==> config.mk <==
export PLATFORM = sky130hd
export DESIGN_NAME = capture_compare_timer
export DESIGN_NICKNAME = d
export VERILOG_FILES = /design/src/pkg/capture_compare_timer_pkg.sv /design/src/hdl/capture_compare_timer.sv /design/src/hdl/capture_edge_detect.sv
export VERILOG_INCLUDE_DIRS = /design/src /design/src/pkg
export SDC_FILE = /design/constraint.sdc
export NUM_CORES = 1
export LEC_CHECK = 0
export BUFFER_PORTS_ARGS = -buffer_cell sky130_fd_sc_hd__clkbuf_2
export CORE_ASPECT_RATIO = 1.4
export CORE_MARGIN = 1.5
export CORE_UTILIZATION = 45
export CTS_CLUSTER_SIZE = 28
export DETAILED_ROUTE_END_ITERATION = 7
export MAX_ROUTING_LAYER = met4
export SYNTH_ARGS = -nofsm -noshare
export SYNTH_HDL_FRONTEND = slang
export SYNTH_SLANG_ARGS = --single-unit
==> constraint.sdc <==
create_clock -name clock -period 8.75 [get_ports clock]
set_clock_uncertainty 0.15 [all_clocks]
set_input_delay 0.4375 -clock clock [delete_from_list [all_inputs] [get_ports clock]]
set_output_delay 0.4375 -clock clock [all_outputs]
set_load 0.005 [all_outputs]
==> src/pkg/capture_compare_timer_regs.svh <==
// Register offsets, field positions and reset values of the capture/compare timer
`ifndef CAPTURE_COMPARE_TIMER_REGS_SVH
`define CAPTURE_COMPARE_TIMER_REGS_SVH

`define CCT_ADDR_W 6
`define CCT_OFS_DIRECTION 6'h00
`define CCT_OFS_FORCE 6'h01
`define CCT_OFS_COUNT_HI 6'h04
`define CCT_OFS_COUNT_LO 6'h05
`define CCT_OFS_SYS_CTRL_ONE 6'h06
`define CCT_OFS_ACTION_HI 6'h08
`define CCT_OFS_ACTION_LO 6'h09
`define CCT_OFS_EDGE_HI 6'h0a
`define CCT_OFS_EDGE_LO 6'h0b
`define CCT_OFS_IRQ_ENABLE 6'h0c
`define CCT_OFS_SYS_CTRL_TWO 6'h0d
`define CCT_OFS_CHAN_FLAGS 6'h0e
`define CCT_OFS_OVF_FLAGS 6'h0f
`define CCT_OFS_CHAN_BASE_HI 2'h1
`define CCT_OFS_DISCONNECT 6'h2c
`define CCT_OFS_PRECISION 6'h2e
`define CCT_OFS_PORT_LATCH 6'h30

`define CCT_BIT_TEN 7
`define CCT_BIT_FFCA 4
`define CCT_BIT_FINE 3
`define CCT_BIT_OVF_IRQ 7
`define CCT_BIT_OVF_FLAG 7
`define CCT_POS_COARSE 0
`define CCT_W_COARSE 3
`define CCT_PAIRS_PER_BYTE 4

`define CCT_RST_BYTE 8'h00
`define CCT_RST_WORD 16'h0000
`define CCT_COUNT_MAX 16'hffff

`endif

==> src/pkg/capture_compare_timer_pkg.sv <==
// Types shared by the capture/compare timer files
`default_nettype none
package capture_compare_timer_pkg;

  // Compare pin action, coded as {mode, level}
  typedef enum logic [1:0] {
    act_none,
    act_toggle,
    act_clear,
    act_set
  } compare_action_t;

  typedef struct packed {
    logic timer_enable;
    logic fast_flag_clear;
    logic fine_prescale_select;
  } system_control_t;

  typedef struct packed {
    logic overflow_irq_enable;
    logic [2:0] coarse_divider_select;
  } system_control_two_t;

endpackage : capture_compare_timer_pkg
`default_nettype wire

==> src/hdl/capture_compare_timer.sv <==
// Multi-channel 16-bit capture/compare timer with precision prescaler
//
// Decided for this implementation: the strobed register port.
`include "capture_compare_timer_regs.svh"
`default_nettype none
module capture_compare_timer #(
  parameter int CHANNELS = 6
) (
  input wire logic clock,
  input wire logic rstn,
  input wire logic [`CCT_ADDR_W-1:0] addr,
  input wire logic [7:0] wdata,
  input wire logic wr,
  input wire logic rd,
  output logic [7:0] rdata,
  input wire logic [CHANNELS-1:0] ch_pin_in,
  output logic [CHANNELS-1:0] ch_pin_out,
  output logic [CHANNELS-1:0] ch_pin_oe_n,
  output logic [CHANNELS-1:0] channel_irq,
  output logic overflow_irq
);

  localparam int PAD = 8 - CHANNELS;

  // ==========================================================
  // Register state
  capture_compare_timer_pkg::system_control_t system_control_one_q;
  capture_compare_timer_pkg::system_control_two_t system_control_two_q;
  logic [7:0] precision_prescale_select_q;
  logic [CHANNELS-1:0] channel_direction_select_q;
  logic [CHANNELS-1:0] channel_irq_enable_q;
  logic [CHANNELS-1:0] pin_disconnect_q;
  logic [CHANNELS-1:0] compare_action_mode_q;
  logic [CHANNELS-1:0] compare_action_level_q;
  logic [CHANNELS-1:0] edge_rise_q;
  logic [CHANNELS-1:0] edge_fall_q;
  logic [CHANNELS-1:0] port_latch_q;
  logic [CHANNELS-1:0] channel_event_flag_q;
  logic overflow_flag_q;
  logic [15:0] channel_capture_compare_value_q [CHANNELS];
  logic [15:0] free_running_counter_q;
  logic [CHANNELS-1:0] output_state_q;
  logic [CHANNELS-1:0] pin_out_q;
  logic [CHANNELS-1:0] pin_oe_n_q;
  logic [7:0] rdata_q;

  logic timer_enable;
  assign timer_enable = system_control_one_q.timer_enable;

  // ==========================================================
  // Address decode
  logic chan_access;
  logic [2:0] chan_index;
  logic wr_flags;
  logic wr_force;
  logic count_access;

  assign chan_access = (addr[5:4] == `CCT_OFS_CHAN_BASE_HI);
  assign chan_index = addr[3:1];
  assign wr_flags = wr && (addr == `CCT_OFS_CHAN_FLAGS);
  assign wr_force = wr && (addr == `CCT_OFS_FORCE);
  assign count_access = (rd || wr) &&
                        (addr == `CCT_OFS_COUNT_HI || addr == `CCT_OFS_COUNT_LO);

  // ==========================================================
  // Control register writes
  always_ff @(posedge clock) begin
    if (!rstn) begin
      system_control_one_q <= '0;
      system_control_two_q <= '0;
      precision_prescale_select_q <= `CCT_RST_BYTE;
      channel_direction_select_q <= '0;
      channel_irq_enable_q <= '0;
      pin_disconnect_q <= '0;
      port_latch_q <= '0;
    end else if (wr) begin
      unique case (addr)
        `CCT_OFS_SYS_CTRL_ONE: begin
          system_control_one_q.timer_enable <= wdata[`CCT_BIT_TEN];
          system_control_one_q.fast_flag_clear <= wdata[`CCT_BIT_FFCA];
          system_control_one_q.fine_prescale_select <= wdata[`CCT_BIT_FINE];
        end
        `CCT_OFS_SYS_CTRL_TWO: begin
          system_control_two_q.overflow_irq_enable <= wdata[`CCT_BIT_OVF_IRQ];
          system_control_two_q.coarse_divider_select <=
            wdata[`CCT_POS_COARSE +: `CCT_W_COARSE];
        end
        `CCT_OFS_PRECISION: precision_prescale_select_q <= wdata;
        `CCT_OFS_DIRECTION: channel_direction_select_q <= wdata[CHANNELS-1:0];
        `CCT_OFS_IRQ_ENABLE: channel_irq_enable_q <= wdata[CHANNELS-1:0];
        `CCT_OFS_DISCONNECT: pin_disconnect_q <= wdata[CHANNELS-1:0];
        `CCT_OFS_PORT_LATCH: port_latch_q <= wdata[CHANNELS-1:0];
        default: begin
        end
      endcase
    end
  end

  // Mode/level and edge pairs, four channels per byte, high byte holds upper ones
  always_ff @(posedge clock) begin
    if (!rstn) begin
      compare_action_mode_q <= '0;
      compare_action_level_q <= '0;
      edge_rise_q <= '0;
      edge_fall_q <= '0;
    end else begin
      for (int i = 0; i < CHANNELS; i++) begin
        if (i >= `CCT_PAIRS_PER_BYTE) begin
          if (wr && addr == `CCT_OFS_ACTION_HI) begin
            compare_action_mode_q[i] <= wdata[2*(i-`CCT_PAIRS_PER_BYTE)+1];
            compare_action_level_q[i] <= wdata[2*(i-`CCT_PAIRS_PER_BYTE)];
          end
          if (wr && addr == `CCT_OFS_EDGE_HI) begin
            edge_fall_q[i] <= wdata[2*(i-`CCT_PAIRS_PER_BYTE)+1];
            edge_rise_q[i] <= wdata[2*(i-`CCT_PAIRS_PER_BYTE)];
          end
        end else begin
          if (wr && addr == `CCT_OFS_ACTION_LO) begin
            compare_action_mode_q[i] <= wdata[2*i+1];
            compare_action_level_q[i] <= wdata[2*i];
          end
          if (wr && addr == `CCT_OFS_EDGE_LO) begin
            edge_fall_q[i] <= wdata[2*i+1];
            edge_rise_q[i] <= wdata[2*i];
          end
        end
      end
    end
  end

  // ==========================================================
  // Prescaler
  logic [7:0] prescale_cnt_q;
  logic [7:0] active_div_q;
  logic [7:0] selected_div;
  logic [7:0] cur_div;
  logic [8:0] coarse_div;
  logic tick;

  assign coarse_div = (9'h001 << system_control_two_q.coarse_divider_select) - 9'h001;
  assign selected_div = system_control_one_q.fine_prescale_select ?
                        precision_prescale_select_q : coarse_div[7:0];
  // At a zero stage the freshly selected factor already counts
  assign cur_div = (prescale_cnt_q == 8'h00) ? selected_div : active_div_q;
  assign tick = timer_enable && (prescale_cnt_q == cur_div);

  always_ff @(posedge clock) begin
    if (!rstn) begin
      prescale_cnt_q <= `CCT_RST_BYTE;
      active_div_q <= `CCT_RST_BYTE;
    end else begin
      if (!timer_enable || tick) begin
        prescale_cnt_q <= `CCT_RST_BYTE;
      end else begin
        prescale_cnt_q <= prescale_cnt_q + 8'h01;
      end
      if (prescale_cnt_q == 8'h00) begin
        active_div_q <= selected_div;
      end
    end
  end

  // ==========================================================
  // Free-running counter
  logic overflow_event;
  logic advanced_q;

  assign overflow_event = tick && (free_running_counter_q == `CCT_COUNT_MAX);

  always_ff @(posedge clock) begin
    if (!rstn) begin
      free_running_counter_q <= `CCT_RST_WORD;
      advanced_q <= 1'b0;
    end else begin
      advanced_q <= tick;
      if (tick) begin
        free_running_counter_q <= free_running_counter_q + 16'h0001;
      end
    end
  end

  // ==========================================================
  // Channel events
  logic [CHANNELS-1:0] edge_seen;
  logic [CHANNELS-1:0] capture_event;
  logic [CHANNELS-1:0] compare_event;
  logic [CHANNELS-1:0] force_event;
  logic [CHANNELS-1:0] fast_clear;

  capture_edge_detect #(
    .WIDTH(CHANNELS)
  ) edge_detect (
    .clock(clock),
    .rstn(rstn),
    .pin_in(ch_pin_in),
    .rise_enable(edge_rise_q),
    .fall_enable(edge_fall_q),
    .edge_seen(edge_seen)
  );

  for (genvar g = 0; g < CHANNELS; g++) begin : g_chan
    assign capture_event[g] = timer_enable && !channel_direction_select_q[g] && edge_seen[g];
    assign compare_event[g] = timer_enable && channel_direction_select_q[g] && advanced_q &&
      (free_running_counter_q == channel_capture_compare_value_q[g]);
    assign force_event[g] = wr_force && wdata[g] && timer_enable &&
      channel_direction_select_q[g];
    assign fast_clear[g] = system_control_one_q.fast_flag_clear && chan_access &&
      (chan_index == 3'(g)) &&
      ((rd && !channel_direction_select_q[g]) || (wr && channel_direction_select_q[g]));
  end

  // Capture latch and compare value writes
  always_ff @(posedge clock) begin
    if (!rstn) begin
      for (int i = 0; i < CHANNELS; i++) begin
        channel_capture_compare_value_q[i] <= `CCT_RST_WORD;
      end
    end else begin
      for (int i = 0; i < CHANNELS; i++) begin
        if (capture_event[i]) begin
          channel_capture_compare_value_q[i] <= free_running_counter_q;
        end else if (wr && chan_access && chan_index == 3'(i) &&
                     channel_direction_select_q[i]) begin
          if (addr[0]) begin
            channel_capture_compare_value_q[i][7:0] <= wdata;
          end else begin
            channel_capture_compare_value_q[i][15:8] <= wdata;
          end
        end
      end
    end
  end

  // ==========================================================
  // Flags: a set in the clearing cycle wins
  always_ff @(posedge clock) begin
    if (!rstn) begin
      channel_event_flag_q <= '0;
      overflow_flag_q <= 1'b0;
    end else begin
      for (int i = 0; i < CHANNELS; i++) begin
        if (capture_event[i] || compare_event[i]) begin
          channel_event_flag_q[i] <= 1'b1;
        end else if ((wr_flags && wdata[i] && timer_enable) || fast_clear[i]) begin
          channel_event_flag_q[i] <= 1'b0;
        end
      end
      if (overflow_event) begin
        overflow_flag_q <= 1'b1;
      end else if ((wr && addr == `CCT_OFS_OVF_FLAGS && wdata[`CCT_BIT_OVF_FLAG] &&
                    timer_enable) ||
                   (system_control_one_q.fast_flag_clear && count_access)) begin
        overflow_flag_q <= 1'b0;
      end
    end
  end

  // ==========================================================
  // Compare output register and pin
  function automatic logic apply_action(input logic mode, input logic level,
                                        input logic current);
    capture_compare_timer_pkg::compare_action_t act;
    act = capture_compare_timer_pkg::compare_action_t'({mode, level});
    unique case (act)
      capture_compare_timer_pkg::act_none: apply_action = current;
      capture_compare_timer_pkg::act_toggle: apply_action = !current;
      capture_compare_timer_pkg::act_clear: apply_action = 1'b0;
      capture_compare_timer_pkg::act_set: apply_action = 1'b1;
    endcase
  endfunction : apply_action

  always_ff @(posedge clock) begin
    if (!rstn) begin
      output_state_q <= '0;
    end else begin
      for (int i = 0; i < CHANNELS; i++) begin
        if (force_event[i] || compare_event[i]) begin
          output_state_q[i] <= apply_action(compare_action_mode_q[i],
                                            compare_action_level_q[i],
                                            output_state_q[i]);
        end
      end
    end
  end

  // Pin follows the output register only while connected
  always_ff @(posedge clock) begin
    if (!rstn) begin
      pin_out_q <= '0;
      pin_oe_n_q <= '1;
    end else begin
      for (int i = 0; i < CHANNELS; i++) begin
        pin_out_q[i] <= (channel_direction_select_q[i] && !pin_disconnect_q[i]) ?
                        output_state_q[i] : port_latch_q[i];
        pin_oe_n_q[i] <= !channel_direction_select_q[i];
      end
    end
  end

  assign ch_pin_out = pin_out_q;
  assign ch_pin_oe_n = pin_oe_n_q;

  // ==========================================================
  // Interrupt outputs
  assign channel_irq = channel_event_flag_q & channel_irq_enable_q;
  assign overflow_irq = overflow_flag_q && system_control_two_q.overflow_irq_enable;

  // ==========================================================
  // Read data, valid only in the cycle after the strobe
  always_ff @(posedge clock) begin
    if (!rstn) begin
      rdata_q <= `CCT_RST_BYTE;
    end else if (!rd) begin
      rdata_q <= `CCT_RST_BYTE;
    end else if (chan_access) begin
      rdata_q <= `CCT_RST_BYTE;
      for (int i = 0; i < CHANNELS; i++) begin
        if (chan_index == 3'(i)) begin
          rdata_q <= addr[0] ? channel_capture_compare_value_q[i][7:0] :
                               channel_capture_compare_value_q[i][15:8];
        end
      end
    end else begin
      unique case (addr)
        `CCT_OFS_DIRECTION: rdata_q <= {{PAD{1'b0}}, channel_direction_select_q};
        `CCT_OFS_COUNT_HI: rdata_q <= free_running_counter_q[15:8];
        `CCT_OFS_COUNT_LO: rdata_q <= free_running_counter_q[7:0];
        `CCT_OFS_SYS_CTRL_ONE: rdata_q <= {system_control_one_q.timer_enable, 2'h0,
                                           system_control_one_q.fast_flag_clear,
                                           system_control_one_q.fine_prescale_select,
                                           3'h0};
        `CCT_OFS_ACTION_HI: rdata_q <= {4'h0,
                                        compare_action_mode_q[5], compare_action_level_q[5],
                                        compare_action_mode_q[4], compare_action_level_q[4]};
        `CCT_OFS_ACTION_LO: rdata_q <= {compare_action_mode_q[3], compare_action_level_q[3],
                                        compare_action_mode_q[2], compare_action_level_q[2],
                                        compare_action_mode_q[1], compare_action_level_q[1],
                                        compare_action_mode_q[0], compare_action_level_q[0]};
        `CCT_OFS_EDGE_HI: rdata_q <= {4'h0, edge_fall_q[5], edge_rise_q[5],
                                      edge_fall_q[4], edge_rise_q[4]};
        `CCT_OFS_EDGE_LO: rdata_q <= {edge_fall_q[3], edge_rise_q[3],
                                      edge_fall_q[2], edge_rise_q[2],
                                      edge_fall_q[1], edge_rise_q[1],
                                      edge_fall_q[0], edge_rise_q[0]};
        `CCT_OFS_IRQ_ENABLE: rdata_q <= {{PAD{1'b0}}, channel_irq_enable_q};
        `CCT_OFS_SYS_CTRL_TWO: rdata_q <= {system_control_two_q.overflow_irq_enable, 4'h0,
                                           system_control_two_q.coarse_divider_select};
        `CCT_OFS_CHAN_FLAGS: rdata_q <= {{PAD{1'b0}}, channel_event_flag_q};
        `CCT_OFS_OVF_FLAGS: rdata_q <= {overflow_flag_q, 7'h00};
        `CCT_OFS_DISCONNECT: rdata_q <= {{PAD{1'b0}}, pin_disconnect_q};
        `CCT_OFS_PRECISION: rdata_q <= precision_prescale_select_q;
        `CCT_OFS_PORT_LATCH: rdata_q <= {{PAD{1'b0}}, port_latch_q};
        default: rdata_q <= `CCT_RST_BYTE;
      endcase
    end
  end

  assign rdata = rdata_q;

endmodule : capture_compare_timer
`default_nettype wire

==> src/hdl/capture_edge_detect.sv <==
// Pin synchroniser and selectable edge detector for the capture channels
`default_nettype none
module capture_edge_detect #(
  parameter int WIDTH = 6
) (
  input wire logic clock,
  input wire logic rstn,
  input wire logic [WIDTH-1:0] pin_in,
  input wire logic [WIDTH-1:0] rise_enable,
  input wire logic [WIDTH-1:0] fall_enable,
  output logic [WIDTH-1:0] edge_seen
);

  logic [WIDTH-1:0] sync1_q;
  logic [WIDTH-1:0] sync2_q;
  logic [WIDTH-1:0] prev_q;

  always_ff @(posedge clock) begin
    if (!rstn) begin
      sync1_q <= '0;
      sync2_q <= '0;
      prev_q <= '0;
    end else begin
      sync1_q <= pin_in;
      sync2_q <= sync1_q;
      prev_q <= sync2_q;
    end
  end

  // Pulses narrower than one clock may be missed
  assign edge_seen = (rise_enable & sync2_q & ~prev_q) | (fall_enable & ~sync2_q & prev_q);

endmodule : capture_edge_detect
`default_nettype wire

# == Word-level counts from Yosys, hierarchy flattened ==
# Memories as Yosys holds them, arrays and structs flattened.
# Cells that the tools add are included.
# classes
n_bitwise,33
shifts,1
eq_ne,47
n_reduce_logical,196
n_addsub,3
mux,129
# ops
operator,n
$mux W8,27
$pmux W8 S15,1
$logic_and A1 B1 Y1,118
$eq A16 B16 Y1,6
$mux W16,6
$mux W1,89
$eq A6 B4 Y1 const B,8
$and A6 B6 Y6,5
$logic_or A1 B1 Y1,28
$reduce_and A2 Y1,14
$eq A2 B2 Y1 const B,12
$logic_not A1 Y1,19
$eq A6 B3 Y1 const B,3
$eq A6 B6 Y1 const B,3
$or A1 B1 Y1,18
$pmux W1 S3,6
$add A16 B1 Y16 const B,1
$eq A16 B16 Y1 const B,1
$eq A2 B1 Y1 const B,7
$reduce_bool A2 Y1,7
$logic_not A2 Y1,6
$not A6 Y6,2
$add A8 B1 Y8 const B,1
$eq A8 B8 Y1,1
other kinds (12),20
# word_totals
output_inout_bits,27
register_bits,147
wordCells,451
inputBits,24
ramBits,96
mem_count,1
# mem_list
name,depth,word_bits,rd,rd_clocked_by_memory_dff,wr,line_no,source
channel_capture_compare_value_q,6,16,6,0,6,capture_compare_timer.sv:40,logic [15:0] channel_capture_compare_value_q [CHANNELS];

# == Logic depth before layout (Yosys ltp) ==
# logic_depth
word_depth,10
depth_mapped,12
ltp_nobuf,9

# == Modules after synthesis ==
# Synthesis repeated with hierarchy kept, for this count alone.
# hier_totals
cells_unflattened,1408
area_unflattened_um2,12853.6
# by_module_without_submodules
module,cells_each,seq_area_each_um2,area_per_inst_um2,n_inst
capture_compare_timer,1353,5465.2,12269.3,1
capture_edge_detect,55,360.3,584.3,1

# == Least setup slack after synthesis ==
# No wires, ideal clock.
# synth_path
kind,reg2reg
start,register prescale_cnt_q[1]
end,register free_running_counter_q[13]
setup_time_ns,0.072
stages_incl_launch_ff,13
arrival_time_ns,2.961
path_buffers,3
synth_period_minus_slack_ns,3.182
path_slack_ns,5.568
required_time_ns,8.528
path_cell_list,dfxtp_1 > inv_1 > ha_1 > or4b_4 > nor4_4 > buf_6 > mux2i_1 > xnor2_1 > or4_1 > buf_6 > buf_12 > nor4_4 > mux2i_1
# synth_between
elab_chain_cells,4
# synth_lines
element,line_no,source
start: declaration,capture_compare_timer.sv:133,logic [7:0] prescale_cnt_q;
start signal: assignment,capture_compare_timer.sv:149,prescale_cnt_q <= `CCT_RST_BYTE;
start signal: assignment,capture_compare_timer.sv:153,prescale_cnt_q <= `CCT_RST_BYTE;
start signal: assignment,capture_compare_timer.sv:155,prescale_cnt_q <= prescale_cnt_q + 8'h01;
$logic_not A8 Y1,capture_compare_timer.sv:144,assign cur_div = (prescale_cnt_q == 8'h00) ? selected_div : active_div_q;
$mux W8,capture_compare_timer.sv:144,
$eq A8 B8 Y1 *,capture_compare_timer.sv:145,assign tick = timer_enable && (prescale_cnt_q == cur_div);
$logic_and A1 B1 Y1 *,capture_compare_timer.sv:145,
end signal: assignment,capture_compare_timer.sv:172,free_running_counter_q <= `CCT_RST_WORD;
end signal: assignment,capture_compare_timer.sv:177,free_running_counter_q <= free_running_counter_q + 16'h0001;
end: declaration,capture_compare_timer.sv:41,logic [15:0] free_running_counter_q;
# Every way passes the cells marked *; elsewhere a longest branch is shown, timed or not.
# A chain may end at the register's enable or synchronous reset.

# == Final worst setup path ==
# layout_path
start,register prescale_cnt_q[0]
end,register prescale_cnt_q[4]
# layout_between
elab_chain_cells,6
elab_cells_between_ends,7
classes_between,add/sub: 1; eq/ne: 1; mux: 1; reduce/logical: 4
# layout_lines
element,line_no,source
$logic_not A8 Y1,capture_compare_timer.sv:144,
$mux W8,capture_compare_timer.sv:144,
$eq A8 B8 Y1,capture_compare_timer.sv:145,
$logic_and A1 B1 Y1,capture_compare_timer.sv:145,
$logic_or A1 B1 Y1,capture_compare_timer.sv:152,if (!timer_enable || tick) begin
$reduce_or A2 Y1 (no source line),--,
# Several ways; a longest one is shown, not always the timed one.

==> flow_metrics.tcl <==
set metrics [dict create \
    outcome "completed" \
    track_usage_pct 31.0 \
    routed_wl_um 45300 \
    synthFlopType "dfxtp_1" \
    syn_area_per_cell_sq_um 9.25 \
    finalHoldViolCount 0 \
    fmax_mhz 240 \
    min_delay_path_depth 1 \
    synth_top_area_share_pct 22.7 \
    clkSinkCount 243 \
    synthSimpleGateAreaFrac_pct 20.1 \
    dp_slack_ns 4.59 \
    finish.utilization_pct 50.3 \
    peakVddDrop_v 0.000153 \
    fill_cells 2626 \
    vias 11096 \
    criticalPathCategory "reg2reg" \
    synth_compound_area_share_pct 13.5 \
    num_rows 73 \
    crit_start "prescale_cnt_q[0]$_SDFF_PP0_" \
    fp.dieH_um 204 \
    synth_top_cells_by_area "dfxtp_1 (23%), edfxtp_1 (22%), mux2i_1 (7.8%)" \
    antenna_found_initial 0 \
    synthMuxAreaShare_pct 9.17 \
    report.final.slew_viol_count 0 \
    ctsRootBufferMaster "clkbuf_16" \
    die_area_sq_um 29900 \
    layout.nets 1407 \
    cp.arrival_ns 4.42 \
    drtPass1Iterations 6 \
    synth_largest_area_cell "dfxtp_1" \
    worstPathRequired_ns 9.01 \
    die_x_um 147 \
    ys_top_cells_by_count "nand2_1 (165), dfxtp_1 (147), clkbuf_1 (108), mux2i_1 (101), edfxtp_1 (96)" \
    min_path_type "reg2reg" \
    cts_buffer_depth 3 \
    wl_per_cell_um 25.5 \
    drive_gt1_share_pct 9.94 \
    async_reset_ff_share_pct 0 \
    leakage_nw 5.20 \
    final.setup.tns_ns 0 \
    cts_buffers 25 \
    insertion_delay_ns 0.55 \
    synth_most_common_cell "nand2_1" \
    hold_slack_ns 0.278 \
    cap_violations 0 \
    netlist_area_sq_um 13000 \
    max_stage_delay_ns 0.93 \
    yosys.area_share.adder_pct 0.289 \
    ys.warnings.count 0 \
    cp_max_fo 16 \
    core_area_sq_um 28400 \
    yosysSeqAreaShare_pct 44.8 \
    cts_setup_buffers 0 \
    worst_pin_slew_ns 1.21 \
    synth_cell_types 61 \
    power.density_nw_per_um2 176 \
    boundaryPins 51 \
    synth_fp_nets 1432 \
    initialDrtViolationCount 1242 \
    reg2reg_to "prescale_cnt_q[4]$_SDFF_PP0_" \
    synth-xor-area-share_pct 7.28 \
    grt_max_degree 74 \
    grt_pass1_vias 10681 \
    slowest_stage "or4_1" \
    synth_top_family_by_area "simple AND/OR/NAND/NOR gates" \
    final_cells 1773 \
    cp_top_family "simple AND/OR/NAND/NOR gates" \
    period_needed_ns 4.17 \
    syn_inst 1405 \
    r2r_cells 9 \
    path_clk_slew_ns 0.07 \
    setup_viol 0 \
    cts_tree "done" \
    grt_pass1_wl_um 67400 \
    port-buffer-count 50 \
    crit_cells 9 \
    dp_cells 1722 \
    finalCritPeriodShare_pct 47.6 \
    critical_path.endpoint "prescale_cnt_q[4]$_SDFF_PP0_" \
    drtAntennaViolNets 0 \
    synth_seq_cells 243 \
    multi_input_area_sq_um 6560 \
    relSlewSlack_pct 18.8 \
    syn_to_final_growth_pct 10.1 \
    seqCellArea_sq_um 5830 \
    initial_utilization_pct 45.7 \
    vias_per_cell 6.26 \
    crit_buf_inv 1 \
    gp_congestion 0.952 \
    diodes 0 \
    setup_slack_ns 4.58 \
    drc 0 \
    synth_edf_count 96 \
    critical_path.cell_chain "inv_1 > ha_1 > or4b_4 > nor4_4 > mux2i_1 > xnor2_1 > or4_1 > o211ai_1 > nor2_1" \
    endpoint_kind "flop" \
    grt_overflow_total 0 \
    cp-start-kind "flop" \
    r2r-start "prescale_cnt_q[0]$_SDFF_PP0_" \
    dp_hpwl_um 31300 \
    h-tree-depth 1 \
    cts_resized 0 \
    rsz0062_at_grt "no" \
    reg2reg_slack_ns 4.58 \
]
## cell type report
| class | instances | area share (%) |
|---|---|---|
| Clock buffer | 34 | 5.11 |
| Clock inverter | 11 | 0.954 |
| Inverter | 25 | 0.656 |
| Multi-Input combinational cell | 1006 | 45.9 |
| Sequential cell | 243 | 40.7 |
| Tap cell | 375 | 3.28 |
| Timing Repair Buffer | 79 | 3.40 |
## power breakdown
group / internal, mW / total [mW] / switching, mW
registers: 1.20 / 1.22 / 0.0181
clock network: 0.673 / 1.14 / 0.468
logic: 0.0473 / 0.154 / 0.107
total: 1.92 / 2.51 / 0.592
## cells in the final DEF (no fill, tap or decap), drive strengths merged, types with 11 or more instances in the layout
cell,count
o22ai,15
xor2,48
nor2,82
a222oi,12
nor4,27
and2,29
a22o,50
and3,26
a21oi,67
buf,24
clkbuf,83
o21ai,67
nand2,165
edfxtp,96
nand3b,11
xnor2,60
or3,15
nor2b,11
a31oi,13
nand2b,17
nand4,14
mux2i,101
a22oi,11
inv,26
nor3,30
dfxtp,147
nand3,82
## registers in the layout (all words and copies together), names as in the netlist, 8 cells and up
register                         flops
channel_capture_compare_value_q     96
free_running_counter_q              16
active_div_q                         8
precision_prescale_select_q          8
prescale_cnt_q                       8
rdata                                8
## how the worst min path moves through the flow
| stage | startpoint | to | slack, ns |
|---|---|---|---|
| final | edge_detect.sync1_q[2]$_SDFF_PN0_ | edge_detect.sync2_q[2]$_SDFF_PN0_ | 0.28 |
| after global routing | edge_detect.sync1_q[3]$_SDFF_PN0_ | edge_detect.sync2_q[3]$_SDFF_PN0_ | 0.31 |
| after CTS | edge_detect.sync1_q[2]$_SDFF_PN0_ | edge_detect.sync2_q[2]$_SDFF_PN0_ | 0.29 |
| after detailed placement | edge_detect.sync1_q[3]$_SDFF_PN0_ | edge_detect.sync2_q[3]$_SDFF_PN0_ | 0.28 |
| after global placement | edge_detect.sync1_q[2]$_SDFF_PN0_ | edge_detect.sync2_q[2]$_SDFF_PN0_ | 0.27 |
| after floorplan | edge_detect.sync1_q[0]$_SDFF_PN0_ | edge_detect.sync2_q[0]$_SDFF_PN0_ | 0.26 |
## stage by stage
stage / instance area, sq um / power [mW]
after floorplan: 13000 / 1.33
after global placement: 13400 / 1.39
after detailed placement: 13400 / 1.39
after CTS: 14300 / 2.51
after global routing: 14300 / 2.57
final: 14300 / 2.51
## layer usage
metal  track usage, %  up-vias  part of all wire [%]
met2             51.2      587                    48
met4             18.3        0                   6.7
met3             4.11      179                   7.7
met5                -        -                     0
met1             36.2     5332                    38
li1                 -     4998                     -
## cell families after synthesis
kind of cell             after synthesis
AND/OR/NAND/NOR                      519
AO/OA/AOI/OAI                        264
flip-flops                           243
buffers and inverters                156
multiplexers                         112
XOR/XNOR                             108
adder cells (fa/ha/maj)                3
## timing repair
action,4_1_cts,5_1_grt
hold buffers,6,0
endpoints found under the hold margin,6,0
setup endpoints to repair,0,0
(Power assumes the default switching activity.)
